[src/pkg/mfcu_defines.vh]
// mfcu_defines.vh: operation codes, status flag positions, cycle counts and reset values
// assumes: included by the multiply/flow-control executor sources and by the bench
`ifndef MFCU_DEFINES_VH
`define MFCU_DEFINES_VH

// operation codes presented by the instruction decoder
`define MFCU_OP_PRODUCT_UNSIGNED           5'h00
`define MFCU_OP_PRODUCT_SIGNED             5'h01
`define MFCU_OP_PRODUCT_SIGNED_BY_UNSIGNED 5'h02
`define MFCU_OP_FRACTION_PRODUCT_UNSIGNED  5'h03
`define MFCU_OP_FRACTION_PRODUCT_SIGNED    5'h04
`define MFCU_OP_FRACTION_PRODUCT_MIXED     5'h05
`define MFCU_OP_RELATIVE_JUMP              5'h06
`define MFCU_OP_POINTER_JUMP               5'h07
`define MFCU_OP_ABSOLUTE_JUMP              5'h08
`define MFCU_OP_RELATIVE_INVOKE            5'h09
`define MFCU_OP_POINTER_INVOKE             5'h0a
`define MFCU_OP_ABSOLUTE_INVOKE            5'h0b
`define MFCU_OP_POP_PROGRAM_COUNTER        5'h0c
`define MFCU_OP_INTERRUPT_EXIT_POP         5'h0d
`define MFCU_OP_COMPARE_SKIP_EQUAL         5'h0e
`define MFCU_OP_COMPARE_REGS               5'h0f
`define MFCU_OP_COMPARE_WITH_BORROW        5'h10
`define MFCU_OP_COMPARE_IMMEDIATE          5'h11
`define MFCU_OP_SKIP_REGISTER_BIT_CLEAR    5'h12
`define MFCU_OP_SKIP_REGISTER_BIT_SET      5'h13
`define MFCU_OP_SKIP_IO_BIT_CLEAR          5'h14
`define MFCU_OP_SKIP_IO_BIT_SET            5'h15
`define MFCU_OP_BRANCH_STATUS_BIT_SET      5'h16
`define MFCU_OP_BRANCH_STATUS_BIT_CLEAR    5'h17
`define MFCU_OP_ADVANCE                    5'h18

// status_register bit positions; named branches are the two status-bit forms with these selects
`define MFCU_FLAG_C 3'h0
`define MFCU_FLAG_Z 3'h1
`define MFCU_FLAG_N 3'h2
`define MFCU_FLAG_V 3'h3
`define MFCU_FLAG_S 3'h4
`define MFCU_FLAG_H 3'h5
`define MFCU_FLAG_T 3'h6
`define MFCU_FLAG_I 3'h7

// cycle counts
`define MFCU_CYC_ONE   3'h1
`define MFCU_CYC_TWO   3'h2
`define MFCU_CYC_THREE 3'h3
`define MFCU_CYC_FOUR  3'h4

// reset values
`define MFCU_RST_PC     16'h0000
`define MFCU_RST_STATUS 8'h00

`endif

[src/mfcu_core.v]
// mfcu_core.v: executor for multiply and program-flow operations; owns the pc and status_register
// assumes: a decoder presents one operation with its operands while READY is high; stack unit
// supplies the top return address with every operation and honours push/pop strobes
//
// Contract
// [RULE_01] plain, signed and mixed multiplies write 16-bit product; 2 cycles; only Z,C change
// [RULE_02] fractional multiplies shift the product left one bit; 2 cycles; only Z,C change
// [RULE_03] relative jump pc+k+1, pointer jump Z, both 2 cycles; absolute 3; flags kept
// [RULE_04] invokes: relative and pointer 3 cycles, absolute 4; return address pushed
// [RULE_05] return pops pc in 4 cycles; interrupt exit also sets interrupt enable
// [RULE_06] compare-skip-equal skips next on match; 1, 2 or 3 cycles; flags kept
// [RULE_07] compares subtract without storing; update Z,N,V,C,H in one cycle
// [RULE_08] register-bit skips test chosen bit, skip on clear or set; 1/2/3 cycles
// [RULE_09] io-bit skips test chosen io bit, skip on clear or set; 1/2/3 cycles
// [RULE_10] status-bit branch tests selected flag; taken pc+k+1 in 2, else 1 cycle
// [RULE_11] carry branches: same-or-higher on C clear, lower on C set; 1/2 cycles
// [RULE_12] signed greater-equal taken on N xor V zero, less-than on one; 1/2 cycles
// [RULE_13] half-carry branches taken on H set or clear; 1 cycle untaken, 2 taken
// [RULE_14] transfer-bit branches taken on T set or clear; 1/2 cycles, flags kept
`timescale 1ns/100ps
`include "mfcu_defines.vh"

module mfcu_core #(
  parameter PCW = 16
) (
  // clock and reset
  input  wire           MCLK,
  input  wire           RSTN,
  // operation issue
  input  wire           ISSUE,
  input  wire [4:0]     OP,
  input  wire [7:0]     RD_VAL,
  input  wire [7:0]     RR_VAL,
  input  wire [2:0]     BIT_SEL,
  input  wire [7:0]     IO_VAL,
  input  wire [11:0]    OFFSET,
  input  wire [PCW-1:0] TARGET,
  input  wire [PCW-1:0] Z_PTR,
  input  wire           NEXT_TWO_WORD,
  input  wire [PCW-1:0] STACK_TOP,
  output reg            READY,
  // completion
  output reg            DONE,
  output reg  [2:0]     CYCLES,
  output reg  [PCW-1:0] PC,
  output reg  [7:0]     STATUS,
  // product_result_pair
  output reg  [15:0]    PRODUCT,
  output reg            PRODUCT_WE,
  // stack strobes
  output reg            PUSH_VALID,
  output reg  [PCW-1:0] PUSH_ADDR,
  output reg            POP_VALID
);
  localparam [PCW-1:0] ONE = {{(PCW-1){1'b0}}, 1'b1};
  localparam [PCW-1:0] TWO = {{(PCW-2){1'b0}}, 2'b10};

  // pc plus sign-extended displacement plus one
  function [PCW-1:0] rel_target;
    input [PCW-1:0] base;
    input [11:0]    off;
    begin
      rel_target = base + {{(PCW-12){off[11]}}, off} + ONE;
    end
  endfunction

  reg  [2:0]     cnt;
  reg  [PCW-1:0] pend_pc;
  reg  [7:0]     pend_status;
  reg  [15:0]    pend_product;
  reg            pend_prod_we;
  reg            pend_push;
  reg  [PCW-1:0] pend_push_addr;
  reg            pend_pop;
  reg  [2:0]     pend_cyc;

  reg  [PCW-1:0] next_pc;
  reg  [7:0]     next_status;
  reg  [2:0]     next_cyc;
  reg            next_prod_we;
  reg            next_push;
  reg  [PCW-1:0] next_push_addr;
  reg            next_pop;
  reg            skip;
  reg  [2:0]     next_cnt;

  wire           accept;
  wire           commit;
  wire [PCW-1:0] cur_pc;
  wire [7:0]     cur_status;
  wire [PCW-1:0] seq_pc;
  wire [PCW-1:0] skip_pc;
  wire [2:0]     skip_cyc;
  wire [15:0]    mul_product;
  wire           mul_carry;
  wire           mul_zero;
  wire           mul_a_signed;
  wire           mul_b_signed;
  wire           mul_fraction;
  wire           cmp_borrow_in;
  wire [8:0]     cmp_diff;
  wire [7:0]     cmp_res;

  assign accept = ISSUE & READY;
  assign commit = (cnt == `MFCU_CYC_ONE);
  // forward the finishing operation so an operation issued on the same edge sees its results
  assign cur_pc     = commit ? pend_pc : PC;
  assign cur_status = commit ? pend_status : STATUS;
  assign seq_pc     = cur_pc + ONE;
  // a skipped two-word operation costs an extra word and an extra cycle
  assign skip_pc  = NEXT_TWO_WORD ? cur_pc + TWO + ONE : cur_pc + TWO;
  assign skip_cyc = NEXT_TWO_WORD ? `MFCU_CYC_THREE : `MFCU_CYC_TWO;

  assign mul_a_signed = (OP == `MFCU_OP_PRODUCT_SIGNED) | (OP == `MFCU_OP_PRODUCT_SIGNED_BY_UNSIGNED) |
                        (OP == `MFCU_OP_FRACTION_PRODUCT_SIGNED) | (OP == `MFCU_OP_FRACTION_PRODUCT_MIXED);
  assign mul_b_signed = (OP == `MFCU_OP_PRODUCT_SIGNED) | (OP == `MFCU_OP_FRACTION_PRODUCT_SIGNED);
  assign mul_fraction = (OP == `MFCU_OP_FRACTION_PRODUCT_UNSIGNED) | (OP == `MFCU_OP_FRACTION_PRODUCT_SIGNED) |
                        (OP == `MFCU_OP_FRACTION_PRODUCT_MIXED);

  mfcu_mult u_mult (
    .a        (RD_VAL),
    .b        (RR_VAL),
    .a_signed (mul_a_signed),
    .b_signed (mul_b_signed),
    .fraction (mul_fraction),
    .product  (mul_product),
    .carry    (mul_carry),
    .zero     (mul_zero)
  );

  assign cmp_borrow_in = (OP == `MFCU_OP_COMPARE_WITH_BORROW) & cur_status[`MFCU_FLAG_C];
  assign cmp_diff      = {1'b0, RD_VAL} - {1'b0, RR_VAL} - {8'h00, cmp_borrow_in};
  assign cmp_res       = cmp_diff[7:0];

  always @* begin
    next_pc        = seq_pc;
    next_status    = cur_status;
    next_cyc       = `MFCU_CYC_ONE;
    next_prod_we   = 1'b0;
    next_push      = 1'b0;
    next_push_addr = seq_pc;
    next_pop       = 1'b0;
    skip           = 1'b0;
    case (OP)
      `MFCU_OP_PRODUCT_UNSIGNED, `MFCU_OP_PRODUCT_SIGNED, `MFCU_OP_PRODUCT_SIGNED_BY_UNSIGNED,
      `MFCU_OP_FRACTION_PRODUCT_UNSIGNED, `MFCU_OP_FRACTION_PRODUCT_SIGNED,
      `MFCU_OP_FRACTION_PRODUCT_MIXED: begin
        next_cyc                  = `MFCU_CYC_TWO;     // [RULE_01] [RULE_02]
        next_prod_we              = 1'b1;              // [RULE_01] [RULE_02]
        next_status[`MFCU_FLAG_C] = mul_carry;         // [RULE_01] [RULE_02]
        next_status[`MFCU_FLAG_Z] = mul_zero;          // [RULE_01] [RULE_02]
      end
      `MFCU_OP_RELATIVE_JUMP: begin
        next_pc  = rel_target(cur_pc, OFFSET);         // [RULE_03]
        next_cyc = `MFCU_CYC_TWO;                      // [RULE_03]
      end
      `MFCU_OP_POINTER_JUMP: begin
        next_pc  = Z_PTR;                              // [RULE_03]
        next_cyc = `MFCU_CYC_TWO;                      // [RULE_03]
      end
      `MFCU_OP_ABSOLUTE_JUMP: begin
        next_pc  = TARGET;                             // [RULE_03]
        next_cyc = `MFCU_CYC_THREE;                    // [RULE_03]
      end
      `MFCU_OP_RELATIVE_INVOKE: begin
        next_pc   = rel_target(cur_pc, OFFSET);        // [RULE_04]
        next_cyc  = `MFCU_CYC_THREE;                   // [RULE_04]
        next_push = 1'b1;                              // [RULE_04]
      end
      `MFCU_OP_POINTER_INVOKE: begin
        next_pc   = Z_PTR;                             // [RULE_04]
        next_cyc  = `MFCU_CYC_THREE;                   // [RULE_04]
        next_push = 1'b1;                              // [RULE_04]
      end
      `MFCU_OP_ABSOLUTE_INVOKE: begin
        // two-word operation: return lands after the address word
        next_pc        = TARGET;                       // [RULE_04]
        next_cyc       = `MFCU_CYC_FOUR;               // [RULE_04]
        next_push      = 1'b1;                         // [RULE_04]
        next_push_addr = cur_pc + TWO;                 // [RULE_04]
      end
      `MFCU_OP_POP_PROGRAM_COUNTER, `MFCU_OP_INTERRUPT_EXIT_POP: begin
        next_pc  = STACK_TOP;                          // [RULE_05]
        next_cyc = `MFCU_CYC_FOUR;                     // [RULE_05]
        next_pop = 1'b1;                               // [RULE_05]
        if (OP == `MFCU_OP_INTERRUPT_EXIT_POP) begin
          next_status[`MFCU_FLAG_I] = 1'b1;            // [RULE_05]
        end
      end
      `MFCU_OP_COMPARE_SKIP_EQUAL: skip = (RD_VAL == RR_VAL);                // [RULE_06]
      `MFCU_OP_COMPARE_REGS, `MFCU_OP_COMPARE_WITH_BORROW, `MFCU_OP_COMPARE_IMMEDIATE: begin
        // borrow chain keeps Z only while every byte so far was zero
        next_status[`MFCU_FLAG_Z] = (cmp_res == 8'h00) &
          ((OP != `MFCU_OP_COMPARE_WITH_BORROW) | cur_status[`MFCU_FLAG_Z]);  // [RULE_07]
        next_status[`MFCU_FLAG_N] = cmp_res[7];                                // [RULE_07]
        next_status[`MFCU_FLAG_V] = (RD_VAL[7] & ~RR_VAL[7] & ~cmp_res[7]) |
                                    (~RD_VAL[7] & RR_VAL[7] & cmp_res[7]);     // [RULE_07]
        next_status[`MFCU_FLAG_C] = (~RD_VAL[7] & RR_VAL[7]) | (RR_VAL[7] & cmp_res[7]) |
                                    (cmp_res[7] & ~RD_VAL[7]);                 // [RULE_07]
        next_status[`MFCU_FLAG_H] = (~RD_VAL[3] & RR_VAL[3]) | (RR_VAL[3] & cmp_res[3]) |
                                    (cmp_res[3] & ~RD_VAL[3]);                 // [RULE_07]
      end
      `MFCU_OP_SKIP_REGISTER_BIT_CLEAR: skip = ~RR_VAL[BIT_SEL];             // [RULE_08]
      `MFCU_OP_SKIP_REGISTER_BIT_SET:   skip = RR_VAL[BIT_SEL];              // [RULE_08]
      `MFCU_OP_SKIP_IO_BIT_CLEAR:       skip = ~IO_VAL[BIT_SEL];             // [RULE_09]
      `MFCU_OP_SKIP_IO_BIT_SET:         skip = IO_VAL[BIT_SEL];              // [RULE_09]
      `MFCU_OP_BRANCH_STATUS_BIT_SET, `MFCU_OP_BRANCH_STATUS_BIT_CLEAR: begin
        // carry, signed (S = N xor V), half-carry and transfer forms are all selects of one flag
        if (cur_status[BIT_SEL] == (OP == `MFCU_OP_BRANCH_STATUS_BIT_SET)) begin // [RULE_10] [RULE_11] [RULE_13] [RULE_14]
          next_pc  = rel_target(cur_pc, OFFSET);       // [RULE_10]
          next_cyc = `MFCU_CYC_TWO;                    // [RULE_10]
        end
      end
      default: next_pc = seq_pc;
    endcase
    if (skip) begin
      next_pc  = skip_pc;                              // [RULE_06] [RULE_08] [RULE_09]
      next_cyc = skip_cyc;                             // [RULE_06] [RULE_08] [RULE_09]
    end
    // S is kept as N xor V so signed branches select it directly
    next_status[`MFCU_FLAG_S] = next_status[`MFCU_FLAG_N] ^ next_status[`MFCU_FLAG_V]; // [RULE_12]
    if ((OP == `MFCU_OP_PRODUCT_UNSIGNED) || (OP == `MFCU_OP_PRODUCT_SIGNED) ||
        (OP == `MFCU_OP_PRODUCT_SIGNED_BY_UNSIGNED) || (OP == `MFCU_OP_FRACTION_PRODUCT_UNSIGNED) ||
        (OP == `MFCU_OP_FRACTION_PRODUCT_SIGNED) || (OP == `MFCU_OP_FRACTION_PRODUCT_MIXED)) begin
      next_status[`MFCU_FLAG_S] = cur_status[`MFCU_FLAG_S]; // [RULE_01] [RULE_02]
    end
  end

  always @* begin
    if (accept) begin
      next_cnt = next_cyc;
    end else if (cnt != 3'h0) begin
      next_cnt = cnt - 3'h1;
    end else begin
      next_cnt = 3'h0;
    end
  end

  always @(posedge MCLK or negedge RSTN) begin
    if (!RSTN) begin
      cnt            <= 3'h0;
      READY          <= 1'b1;
      DONE           <= 1'b0;
      CYCLES         <= 3'h0;
      PC             <= `MFCU_RST_PC;
      STATUS         <= `MFCU_RST_STATUS;
      PRODUCT        <= 16'h0000;
      PRODUCT_WE     <= 1'b0;
      PUSH_VALID     <= 1'b0;
      PUSH_ADDR      <= `MFCU_RST_PC;
      POP_VALID      <= 1'b0;
      pend_pc        <= `MFCU_RST_PC;
      pend_status    <= `MFCU_RST_STATUS;
      pend_product   <= 16'h0000;
      pend_prod_we   <= 1'b0;
      pend_push      <= 1'b0;
      pend_push_addr <= `MFCU_RST_PC;
      pend_pop       <= 1'b0;
      pend_cyc       <= 3'h0;
    end else begin
      cnt        <= next_cnt;
      // ready in the last cycle lets a new operation overlap the commit of the old one
      READY      <= (next_cnt <= `MFCU_CYC_ONE);
      DONE       <= commit;
      PRODUCT_WE <= commit & pend_prod_we;
      PUSH_VALID <= commit & pend_push;
      POP_VALID  <= commit & pend_pop;
      if (commit) begin
        PC        <= pend_pc;
        STATUS    <= pend_status;
        CYCLES    <= pend_cyc;
        PUSH_ADDR <= pend_push_addr;
        if (pend_prod_we) begin
          PRODUCT <= pend_product;                     // [RULE_01] [RULE_02]
        end
      end
      if (accept) begin
        pend_pc        <= next_pc;
        pend_status    <= next_status;
        pend_product   <= mul_product;
        pend_prod_we   <= next_prod_we;
        pend_push      <= next_push;
        pend_push_addr <= next_push_addr;
        pend_pop       <= next_pop;
        pend_cyc       <= next_cyc;
      end
    end
  end
endmodule // mfcu_core

[src/mfcu_mult.v]
// mfcu_mult.v: combinational 8x8 multiplier for the plain and fractional product forms
// assumes: operands are stable for the cycle the executor samples the result
`timescale 1ns/100ps
`include "mfcu_defines.vh"

module mfcu_mult (
  // operands
  input  wire [7:0]  a,
  input  wire [7:0]  b,
  input  wire        a_signed,
  input  wire        b_signed,
  input  wire        fraction,
  // result
  output wire [15:0] product,
  output wire        carry,
  output wire        zero
);
  wire signed [8:0]  ext_a;
  wire signed [8:0]  ext_b;
  wire signed [17:0] full;
  wire        [15:0] raw;

  assign ext_a   = {a_signed & a[7], a};
  assign ext_b   = {b_signed & b[7], b};
  assign full    = ext_a * ext_b;
  assign raw     = full[15:0];
  // carry is taken from the unshifted product so the lost top bit is kept visible
  assign carry   = raw[15];
  assign product = fraction ? {raw[14:0], 1'b0} : raw;
  assign zero    = (product == 16'h0000);
endmodule // mfcu_mult

[config.mk]
export PLATFORM = sky130hd
export DESIGN_NAME = mfcu_core
export DESIGN_NICKNAME = d
export VERILOG_FILES = /design/src/mfcu_core.v /design/src/mfcu_mult.v
export VERILOG_INCLUDE_DIRS = /design/src /design/src/pkg
export SDC_FILE = /design/constraint.sdc
export NUM_CORES = 1
export LEC_CHECK = 0
export BUFFER_PORTS_ARGS = -buffer_cell sky130_fd_sc_hd__buf_2
export CAP_MARGIN = 20
export CORE_ASPECT_RATIO = 0.5
export CORE_MARGIN = 3
export CORE_UTILIZATION = 39
export DETAILED_ROUTE_END_ITERATION = 7
export SETUP_SLACK_MARGIN = 0.5
export SYNTH_ARGS = -nofsm -noshare
export SYNTH_HDL_FRONTEND = slang
export SYNTH_SLANG_ARGS = --single-unit
[constraint.sdc]
create_clock -name MCLK -period 5.4 [get_ports MCLK]
set_input_delay 0.27 -clock MCLK [delete_from_list [all_inputs] [get_ports MCLK]]
set_output_delay 0.27 -clock MCLK [all_outputs]
set_load 0.005 [all_outputs]
-- Word-level counts from Yosys, hierarchy flattened
Cells that the tools add are included.
- register bits after elaboration: 129
- input port bits: 96
- logic and storage cells: 144
- output and inout bits: 64
- add/sub/neg operators: 8
- eq/ne operators: 27
- $lt $le $gt $ge: 2
- $mul: 1
- bitwise logic cells: 36
- mux-type cells: 30
- reductions and logical operators: 21
- operators with widths (cell ; count):
    16-bit 2-to-1 mux ; 6
    16-bit one-hot mux with 5 select lines ; 1
    16-bit by 1-bit adder with 16-bit output (second input constant) ; 3
    5-bit by 4-bit == test with 1-bit output (second input constant) ; 8
    5-bit == test (second input constant) ; 8
    5-bit by 3-bit == test with 1-bit output (second input constant) ; 4
    1-bit AND ; 17
    16-bit adder ; 1
    16-bit by 2-bit adder with 16-bit output (second input constant) ; 1
    16-bit zero test ; 1
    9-bit by 9-bit multiplier with 16-bit output ; 1
    1-bit bitwise OR ; 12
    3-bit one-hot mux with 4 select lines ; 1
    3-bit OR reduction ; 4
    1-bit 2-to-1 mux ; 11
    5-bit by 2-bit == test with 1-bit output (second input constant) ; 2
    2-bit OR reduction ; 5
    1-bit binary-select mux with 3-bit select ; 3
    3-bit 2-to-1 mux ; 3
    8-bit == test ; 1
    8-bit zero test ; 1
    8-bit 2-to-1 mux ; 1
    8-bit OR reduction ; 1
    8-bit by 1-bit subtractor with 8-bit output ; 1
    other kinds (18) ; 28

-- Logic depth before layout (Yosys ltp)
Gate-level depths: netlist of run 1.
- word-level depth: 10
- depth in mapped cells: 22
- depth with buffers taken out: 20

-- Hierarchy
From an unflattened synthesis of run 1, not the netlist that was laid out.
- cell total of the unflattened synthesis: 1325
- area total of the unflattened synthesis: 11419.7 um2
- by module, submodules not included (module ; cells each ; instances ; seq. area each (um2) ; area an instance (um2)):
    mfcu_core ; 981 ; 1 ; 3229.3 ; 8431.8
    mfcu_mult ; 344 ; 1 ; 0.0 ; 2987.9

-- Worst setup path before layout of run 1
No wires, ideal clock.
- path type: input to register
- start: in OP[2]
- end: reg pend_status[1]
- setup time: 0.118 ns
- path slack: -0.442 ns
- cell stages on the path: 19
- buffers on the path: 1
- arrival: 5.724 ns
- data required time: 5.282 ns
- cell sequence: clkbuf_1 xor2_1 nand4b_1 or2_2 fa_1 fa_1 inv_1 fa_1 fa_1 inv_1 fa_1 inv_1 ha_1 nor2b_1 o31a_1 o31a_1 o311ai_0 nor4_1 a21o_1
- cells in the longest elaborated chain, start to end: 9
- elaborated cells between the ends (all ways): 29
- those cells by class: add/sub: 1; mul: 1; eq/ne: 9; mux: 2; bitwise: 11; reduce/logical: 5
- ends and longest elaborated chain (item ; RTL line ; RTL):
    from (decl) ; mfcu_core.v:31 ; input wire [4:0] OP,
    5-bit by 1-bit == test with 1-bit output or 5-bit by 2-bit == test with 1-bit output (tied branches) ; mfcu_core.v:144 ; case (OP)
    1-bit bitwise OR (3 in a row) ; mfcu_core.v:114 ; assign mul_a_signed = (OP == `MFCU_OP_PRODUCT_SIGNED) | (OP == `MFCU_OP_PRODUCT_SIGNED_BY_UNSIGNED) |
    1-bit AND ; mfcu_mult.v:23 ; assign ext_a = {a_signed & a[7], a};
    9-bit by 9-bit multiplier with 16-bit output ; mfcu_mult.v:25 ; assign full = ext_a * ext_b;
    16-bit 2-to-1 mux ; mfcu_mult.v:29 ; assign product = fraction ? {raw[14:0], 1'b0} : raw;
    16-bit zero test ; mfcu_mult.v:30 ; assign zero = (product == 16'h0000);
    2-bit one-hot mux with 2 select lines * ; mfcu_core.v:144 ;
    to (signal assigned) ; mfcu_core.v:253 ; pend_status <= `MFCU_RST_STATUS;
    to (signal assigned) ; mfcu_core.v:279 ; pend_status <= next_status;
    to (decl) ; mfcu_core.v:69 ; reg [7:0] pend_status;
Every way passes the cells marked *; elsewhere a longest branch is shown, timed or not.
A chain may end at the register's enable or synchronous reset.

-- Final worst setup path of run 1
- start: in OP[0]
- end: reg pend_status[1]
The elaborated chain is that of the path after synthesis.

==> results of run 1 <==
[what timing repair did]
item	CTS	global route
hold endpoints to repair	77	0
pin swaps	18	17
hold buffers	1	0
setup endpoints to repair	6	6
resized for setup	15	11
setup buffers	2	2
[final timing paths]
check | from | end
setup / recovery | OP[0] | pend_status[1]
hold / removal | TARGET[2] | pend_pc[2]
setup reg to reg | cnt[2] | pend_pc[13]
hold reg to reg | CYCLES[2] | CYCLES[2]
max in group asynchronous | RSTN | pend_pc[7]
min in group asynchronous | RSTN | PRODUCT[8]
[cell usage in the layout (no fill, tap or decap), types with 40 or more instances in the layout]
| cell | instances |
|---|---|
| and2_1 | 40 |
| buf_2 | 157 |
| buf_4 | 49 |
| dfrtp_1 | 128 |
| fa_1 | 63 |
| ha_1 | 69 |
| inv_1 | 127 |
| nand2_1 | 216 |
| nor2_1 | 83 |
| o21ai_0 | 55 |
| xnor2_1 | 45 |
[per-layer routing]
metal  track usage  vias up  share of wire
li1              -     4854              -
met3        0.0314       63          0.036
met5             0        -              0
met2         0.392      217           0.51
met4        0.0677        0          0.028
met1         0.267     5088           0.42
[worst max-delay path: cells and delay by family]
family,cells,cell delay [ps]
buf+inv,4,240
compound gates,4,600
xor+xnor,1,150
fa+ha+maj,6,2690
simple gates,6,1300
[power by group]
group          internal, mW  total, mW  switching [mW]
registers              1.41       1.77           0.360
clock network         0.731       1.19           0.463
logic                  1.95       4.46            2.51
[registers in the layout, summed over array words and instances (netlist names), 3 cells and up]
signal and count:
PRODUCT 16, pend_pc 16, pend_cyc 3, PUSH_ADDR 16
pend_product 16, pend_push_addr 16, STATUS 8, CYCLES 3
PC 16, cnt 3, pend_status 8
[layout make-up]
class,instances,area (um2)
sequential,129,3230
inverter,133,509
fill,2702,14600
timing repair buffer,213,1230
tap,382,478
clock inverter,14,178
clock buffer,18,429
multi-input combinational,993,7840
[logic make-up (layout without fill, tap and decap cells)]
logic type                 Yosys count  in the layout  share of synthesized area
adders and majority gates          142            142                      0.196
xor gates and xnor gates            72             72                     0.0550
DFF                                129            129                      0.278
AOI/OAI and AO/OA                  227            227                      0.139
and+or+nand+nor                    487            487                      0.198
buffers and inverters              188            378                     0.0651
muxes                               65             65                     0.0696
[per-stage QoR]
| stage | instances | power, mW | setup slack (ps) |
|---|---|---|---|
| detailed placement | 1843 | 6.04 | -151 |
| floorplan | 1310 | 4.68 | 160 |
| global placement | 1843 | 5.95 | -40.4 |
| CTS | 1878 | 7.36 | 502 |
| finish | 1882 | 7.42 | 517 |
| global route | 1882 | 8.06 | 346 |
==> results.ini, run 1 <==
[sta]
setup_viol=0
hold_viol=0
whs_ps=254
final.setup.tns_ps=0
rsz0062_at_grt=true
finalMaxSlewViolations=0
fin_crit_sh=0.904
slew_headroom=0.388
tightestPinTransition_ps=915
min_period_ps=4880
finalClockSkew_ps=9.76
fmax_ghz=0.205

[setup_path]
cpPeakStageDelay_ps=510
critPathMaxFanout=3
cpMostUsedCell=fa_1
arrival_ps=5250
cp.required_ps=5770
r2r_setup_slack_ps=830
path_class=in2reg
slowest_stage=fa_1
end_kind=flip-flop
crit_chain=buf_6 -> or3_1 -> and3_4 -> and2_4 -> nand2_2 -> fa_1 -> fa_1 -> inv_2 -> fa_1 -> fa_1 -> inv_1 -> fa_1 -> inv_2 -> ha_4 -> a21oi_4 -> o21a_1 -> o21a_1 -> or2_4 -> xnor2_2 -> nor4_2 -> a21o_1
r2r_cells=12
critPathLaunchType=input port

[cts]
root_buffer=clkbuf_16
cts_buffer_depth=2
tritoncts=built
clk_pin_slew_ps=60
htreeDepth=4
cts_sinks=129
numCtsBuffers=17
clk_latency_ps=430

[yosys]
synthTopCellsByArea=dfrtp_1 (28%), fa_1 (11%), ha_1 (8.2%)
yosysTopAreaCell=dfrtp_1
synth-edff-count=0
synth_common_cells=nand2_1 (218), inv_1 (131), dfrtp_1 (128), nor2_1 (84), ha_1 (76)
yosysUniqueCellTypes=87
yosysWarningCount=0
ys_seq_area_frac=0.278
yosysTopAreaCellShare=0.276
ys_ff_latch=129
synthFlopType=dfrtp_1
syn_avg_cell_area_um2=8.86
synth_cells=1310
synth_most_common_cell=nand2_1
ys_async_sr_fraction=1.00
syn_area_um2=11600
syn_nets=1548

[final_layout]
final_area_um2=13900
diodes=0
syn_to_final_growth_pct=19.7
final_util=0.488
drive_above_1_share=0.225
nets=1725

[routing]
via_per_inst=5.43
routedWlPerCell_um=18.1
drtIter0Drc=673
vias=10200
wl_mm=34.1
dr.pass1.iters=7
drc=0
postRouteAntennaNets=0

[grt]
grt_pass1_wl_mm=55.4
antenna_found_initial=0
grt_max_degree=79
grt-ovfl-total=0
grt_use_total=0.216
grt_pass1_vias=10500

[outcome]
status=finished, final reports clean

[die]
die_y_um=128
start_util=0.408
io_pins=160
coreArea_um2=28500
die_area_um2=32000
num_rows=43
fp.dieW_um=250

[placement]
port_buffers=159
place.gp.congestion=0.904
place_area_um2=13100
dp_hpwl_mm=27.0

[worst_hold_path]
holdPathStages=4
hold_class=in2reg

[pwr]
p_per_area_nw_per_um2=534
leakage_nw=6.57
ir_worst_vdd_mv=0.211

[flow_run]
maxCapViolations=0

(Power assumes the default switching activity.)
==> inputs of run 2 (changes only) <==
--- a/config.mk
+++ b/config.mk
@@ -9,7 +9,6 @@
 export BUFFER_PORTS_ARGS = -buffer_cell sky130_fd_sc_hd__buf_2
 export CAP_MARGIN = 20
 export CORE_ASPECT_RATIO = 0.5
-export CORE_MARGIN = 3
 export CORE_UTILIZATION = 39
 export DETAILED_ROUTE_END_ITERATION = 7
 export SETUP_SLACK_MARGIN = 0.5
==> run 2 against run 1 <==
Sequential share of layout area hardly changed. Worst setup slack worse by 130 ps. Clock skew is 0.66 ps lower. Flip-flop and latch count stayed put. Die area is 4.7% lower. Critical path type unchanged. Largest cell class unchanged. Largest power group unchanged.
==> results.ini, run 2 (synthesis results as in run 1) <==
[routing]
vias=10300  ; +0.34%
postRouteAntennaNets=0  ; unchanged
wl_mm=33.9  ; -0.70%
routedWlPerCell_um=18.0  ; -1.0%
drc=0  ; unchanged
via_per_inst=5.43  ; about the same
dr.pass1.iters=6  ; -1
drtIter0Drc=793  ; +18%

[grt]
grt-ovfl-total=0  ; unchanged
grt_pass1_vias=10200  ; -2.9%
grt_use_total=0.226  ; +0.0101
antenna_found_initial=0  ; unchanged
grt_pass1_wl_mm=53.9  ; -2.7%
grt_max_degree=89  ; +13%

[worst_hold_path]
hold_class=in2reg
holdPathStages=4  ; unchanged
holdPathEnd=pend_pc[2]
hold_start=TARGET[2]

[sta]
min_period_ps=5010  ; +127 ps
setup_viol=0  ; unchanged
final.setup.tns_ps=0  ; unchanged
tightestPinTransition_ps=834  ; -81.1 ps
hold_viol=0  ; unchanged
finalClockSkew_ps=9.10  ; -0.663 ps
slew_headroom=0.442  ; +0.0543
finalMaxSlewViolations=0  ; unchanged
rsz0062_at_grt=true
fmax_ghz=0.200  ; -2.5%
fin_crit_sh=0.928  ; +0.0235

[final_layout]
final_common_cell=nand2_1
nets=1726  ; +0.058%
drive_above_1_share=0.225  ; about the same
final_cells=1888  ; +0.32%
fill_cells=2795  ; +3.4%
syn_to_final_growth_pct=19.7  ; about the same
layout_common_cells=nand2_1 (216), buf_2 (156), dfrtp_1 (128), inv_1 (127), nor2_1 (82)
final_area_um2=13900  ; about the same
final_util=0.477  ; -0.0111
diodes=0  ; unchanged

[die]
die_area_um2=30500  ; -4.7%
num_rows=44  ; +2.3%
start_util=0.399  ; -0.00927
fp.dieW_um=246  ; -1.6%
coreArea_um2=29100  ; +2.3%
die_y_um=124  ; -3.1%
io_pins=160  ; unchanged

[setup_path]
r2r-end=pend_pc[13]
arrival_ps=5340  ; +90 ps
end_kind=flip-flop
critPathLaunchType=input port
critPathMaxFanout=3  ; unchanged
r2r_cells=12  ; unchanged
cp.required_ps=5730  ; -40 ps
worstReg2RegStart=cnt[2]
path_class=in2reg
r2r_setup_slack_ps=680  ; -150 ps

[cts]
root_buffer=clkbuf_16
tritoncts=built
clk_latency_ps=420  ; about the same
numCtsBuffers=17  ; unchanged
htreeDepth=4  ; unchanged
cts_buffer_depth=2  ; unchanged
clk_pin_slew_ps=60  ; about the same
cts_sinks=129  ; unchanged

[pwr]
power.total_mw=7.38  ; -0.66%
ir_worst_vdd_mv=0.242  ; +14%
switchingPower_mw=3.33  ; -0.16%
p_per_area_nw_per_um2=531  ; -0.67%
pwr-share-seq=0.238  ; about the same
p_comb_frac=0.610  ; +0.009
swShare=0.452  ; +0.00227
leakage_nw=6.57  ; about the same
clkPwrFrac=0.152  ; -0.009
internal-power_mw=4.04  ; -1.1%

[placement]
place_area_um2=13100  ; +0.41%
place.gp.congestion=0.976  ; +7.9%
dp_hpwl_mm=26.2  ; -2.9%
port_buffers=159  ; unchanged
dpl.cell_count=1856  ; +0.71%

[flow_run]
maxCapViolations=0  ; unchanged

[outcome]
status=finished, final reports clean

-- run 2: cell count changes in the layout (fill, tap and decap cells not counted), sizes merged --
cell,change
clkinvlp,-1
bufinv,-1
clkbuf,-1
buf,+2
inv,-3
clkinv,+1
-- run 2: power by group through the flow --
| stage | Sequential, mW | Clock [mW] | Combinational [mW] |
|---|---|---|---|
| after floorplan | 1.67 | 0 | 3.01 |
| after global placement | 1.76 | 0 | 4.15 |
| after detailed placement | 1.77 | 0 | 4.24 |
| after CTS | 1.76 | 1.14 | 4.39 |
| after global routing | 1.81 | 1.18 | 4.98 |
| final | 1.76 | 1.12 | 4.50 |
-- run 2: area by class of cell --
type / count / area, um2 / share of cell area
Multi-Input combinational cell: 993 / 7870 / 0.566
Sequential cell: 129 / 3230 / 0.232
Timing Repair Buffer: 214 / 1250 / 0.0900
Inverter: 133 / 507 / 0.0365
Tap cell: 391 / 489 / 0.0352
Clock buffer: 18 / 439 / 0.0316
Clock inverter: 10 / 115 / 0.00828
-- run 2: repair_timing --
item,in CTS,in global routing
hold endpoints to repair,87,0
buffers inserted,1,1
hold buffers,1,0
pin swaps,13,16
gates cloned,0,0
endpoints found under the setup margin,5,7
resized for setup,17,11
-- run 2: layer usage --
metal	share of wire	track usage
met1	0.42	0.282
met4	0.027	0.0773
met5	0	0
met3	0.039	0.0328
met2	0.52	0.402
-- run 2: metrics by stage --
stage                     hold slack (ps)  setup WS (ps)
after floorplan                     -25.6            160
after global placement                376          -25.3
after detailed placement              386          -91.8
after CTS                             258            418
after global routing                  293            238
final                                 277            390
-- run 2: how the worst max path moves through the flow --
stage	cells past startpoint	from	to	slack, ps
floorplan	19	OP[2]	pend_status[1]	160
global placement	21	OP[0]	pend_status[1]	-30
detailed placement	21	OP[0]	pend_status[1]	-90
CTS	19	OP[0]	pend_status[1]	420
global route	20	OP[1]	pend_product[14]	240
finish	20	OP[1]	pend_product[14]	390
-- run 2: worst max-delay path, cell delays in order --
cell      delay [ps]
buf_6             90
or3_1            360
and3_4           200
and2_4           160
nand2_2           70
fa_1             430
fa_1             510
inv_2             40
fa_1             490
fa_1             500
inv_1             50
fa_1             490
inv_2             50
ha_4             220
nor2b_4          120
o31a_1           330
o31a_1           370
o311ai_4         300
mux2i_1          130
o21ai_1          160
==> inputs of run 3 (changes only) <==
--- a/config.mk
+++ b/config.mk
@@ -10,6 +10,8 @@
 export CAP_MARGIN = 20
 export CORE_ASPECT_RATIO = 0.5
 export CORE_UTILIZATION = 39
+export CTS_BUF_LIST = sky130_fd_sc_hd__clkbuf_16
+export CTS_CLUSTER_SIZE = 28
 export DETAILED_ROUTE_END_ITERATION = 7
 export SETUP_SLACK_MARGIN = 0.5
 export SYNTH_ARGS = -nofsm -noshare
==> run 3 against run 2 <==
Clock power barely moved. Cell count did not move. First-iteration DRC count fell by 3.8%. Global-route usage did not move. Fmax barely moved. Register-to-register slack barely moved. Total power fell by 0.28%. Flip-flop and latch count did not move. Via count barely moved. Utilization barely moved. Die area did not move. Non-clock buffer count did not move. Largest cell class unchanged.
==> results.ini, run 3 (synthesis results as in run 1) <==
[outcome]
status=finished, final reports clean

[final_layout]
fill_cells=2798  ; +0.11%
final_area_um2=13900  ; about the same
syn_to_final_growth_pct=19.6  ; about the same
drive_above_1_share=0.224  ; -0.000668
layout_common_cells=nand2_1 (216), buf_2 (156), dfrtp_1 (128), inv_1 (127), nor2_1 (82)
final_common_cell=nand2_1
nets=1726  ; unchanged
final_util=0.477  ; about the same
final_cells=1888  ; unchanged
diodes=0  ; unchanged

[cts]
htreeDepth=4  ; unchanged
clk_latency_ps=420  ; about the same
tritoncts=built
clk_pin_slew_ps=60  ; about the same
root_buffer=clkbuf_16
cts_buffer_depth=2  ; unchanged
cts_sinks=129  ; unchanged
numCtsBuffers=17  ; unchanged

[grt]
antenna_found_initial=0  ; unchanged
gr-usage-met3=0.0328  ; unchanged
grt_use_total=0.226  ; unchanged
grt_max_degree=89  ; unchanged
grtUsageMet1=0.282  ; unchanged
grt-ovfl-total=0  ; unchanged
grt_pass1_wl_mm=53.9  ; about the same
gr-max-usage-layer=met2
grtUsageMet2=0.402  ; unchanged
grt_pass1_vias=10200  ; -0.029%

[routing]
drc=0  ; unchanged
dr.pass1.iters=8  ; +2
routedWlPerCell_um=17.9  ; -0.21%
drtIter0Drc=763  ; -3.8%
wl_mm=33.8  ; -0.21%
via_per_inst=5.43  ; about the same
postRouteAntennaNets=0  ; unchanged
vias=10300  ; -0.049%

[die]
num_rows=44  ; unchanged
coreArea_um2=29100  ; unchanged
io_pins=160  ; unchanged
die_area_um2=30500  ; unchanged
fp.dieW_um=246  ; unchanged
die_y_um=124  ; unchanged
start_util=0.399  ; unchanged

[setup_path]
arrival_ps=5340  ; about the same
path_class=in2reg
path_buf_inv=4  ; unchanged
cpPeakStageDelay_ps=510  ; about the same
crit_chain=buf_6 -> or3_1 -> and3_4 -> and2_4 -> nand2_2 -> fa_1 -> fa_1 -> inv_2 -> fa_1 -> fa_1 -> inv_1 -> fa_1 -> inv_2 -> ha_4 -> nor2b_4 -> o31a_1 -> o31a_1 -> o311ai_4 -> mux2i_1 -> o21ai_1
cpMostUsedCell=fa_1
critPathTopFamily=adder cells
end_kind=flip-flop
slowest_stage=fa_1
critPathMaxFanout=3  ; unchanged
cp.required_ps=5730  ; about the same
critPathLaunchType=input port

[sta]
fin_crit_sh=0.928  ; about the same
whs_ps=276  ; -1.82 ps
final.setup.tns_ps=0  ; unchanged
setup_ws_ps=390  ; +0.156 ps
finalMaxSlewViolations=0  ; unchanged
tightestPinTransition_ps=805  ; -28.8 ps
min_period_ps=5010  ; -0.156 ps
rsz0062_at_grt=true
finalClockSkew_ps=8.36  ; -0.736 ps
hold_viol=0  ; unchanged
setup_viol=0  ; unchanged
slew_headroom=0.461  ; +0.0192
fmax_ghz=0.200  ; about the same

[placement]
place.gp.congestion=0.976  ; unchanged
port_buffers=159  ; unchanged
dp_hpwl_mm=26.2  ; unchanged
dpl.cell_count=1856  ; unchanged
place_ws_ps=-91.8  ; unchanged
place_area_um2=13100  ; unchanged

[pwr]
internal-power_mw=4.03  ; -0.36%
p_comb_frac=0.611  ; about the same
power.total_mw=7.36  ; -0.28%
pwr-share-seq=0.239  ; about the same
swShare=0.452  ; +0.000454
ir_worst_vdd_mv=0.241  ; -0.18%
switchingPower_mw=3.32  ; -0.18%
p_per_area_nw_per_um2=530  ; -0.20%
clkPwrFrac=0.150  ; -0.002
leakage_nw=6.57  ; about the same

[worst_hold_path]
hold_class=in2reg

[flow_run]
maxCapViolations=0  ; unchanged

## run 3: changes by cell type in the layout (fill, tap and decap cells not counted)
| cell | before | now |
|---|---|---|
| clkbuf_8 | 1 | 0 |
| clkinv_1 | 0 | 1 |
## run 3: routing by layer
layer  routed length [um]  part of all wire  vias up
met5                    0                 0        -
met3                 1290             0.038       55
met1                14000              0.42     5112
li1                     -                 -     4834
met4                  891             0.026        0
met2                17600              0.52      251
## run 3: path summary, 6_finish.rpt
check,cells after the start,to,slack (ps),start
min in group asynchronous,2,PRODUCT[13],500,RSTN
setup / recovery,20,pend_product[14],390,OP[1]
max in group asynchronous,3,READY,3810,RSTN
hold / removal,4,pend_pc[2],280,TARGET[2]
setup reg to reg,12,pend_pc[13],690,cnt[2]
hold reg to reg,2,PUSH_ADDR[3],470,pend_push_addr[3]
## run 3: layout make-up
class	instances	area (um2)	area share
timing repair buffer	214	1250	0.0900
tap	391	489	0.0352
inverter	133	507	0.0365
sequential	129	3230	0.233
clock inverter	11	119	0.00856
multi-input combinational	993	7870	0.566
clock buffer	17	425	0.0306
## run 3: what timing repair did
| action | 4_1_cts | 5_1_grt |
|---|---|---|
| pin swaps | 13 | 16 |
| buffers inserted | 1 | 1 |
| hold endpoints to repair | 87 | 0 |
| hold buffers | 1 | 0 |
| endpoints found under the setup margin | 5 | 7 |
| resized for setup | 17 | 11 |
| gates cloned | 0 | 0 |
## run 3: power by group through the flow
stage | combinational, mW | sequential [mW] | clock, mW
2_1_floorplan | 3.01 | 1.67 | 0
5_1_grt | 4.98 | 1.81 | 1.17
3_3_place_gp | 4.15 | 1.76 | 0
3_5_place_dp | 4.24 | 1.77 | 0
4_1_cts | 4.39 | 1.76 | 1.12
6_report | 4.49 | 1.76 | 1.11
## run 3: worst reg2reg max path: cells and delay by family (launching register included)
| kind | cells | cell delay [ps] |
|---|---|---|
| flip-flops | 1 | 400 |
| AND/OR/NAND/NOR | 4 | 1580 |
| AO/OA/AOI/OAI | 5 | 1800 |
| buffers and inverters | 1 | 280 |
| XOR/XNOR | 1 | 140 |
| adder cells (fa/ha/maj) | 1 | 420 |
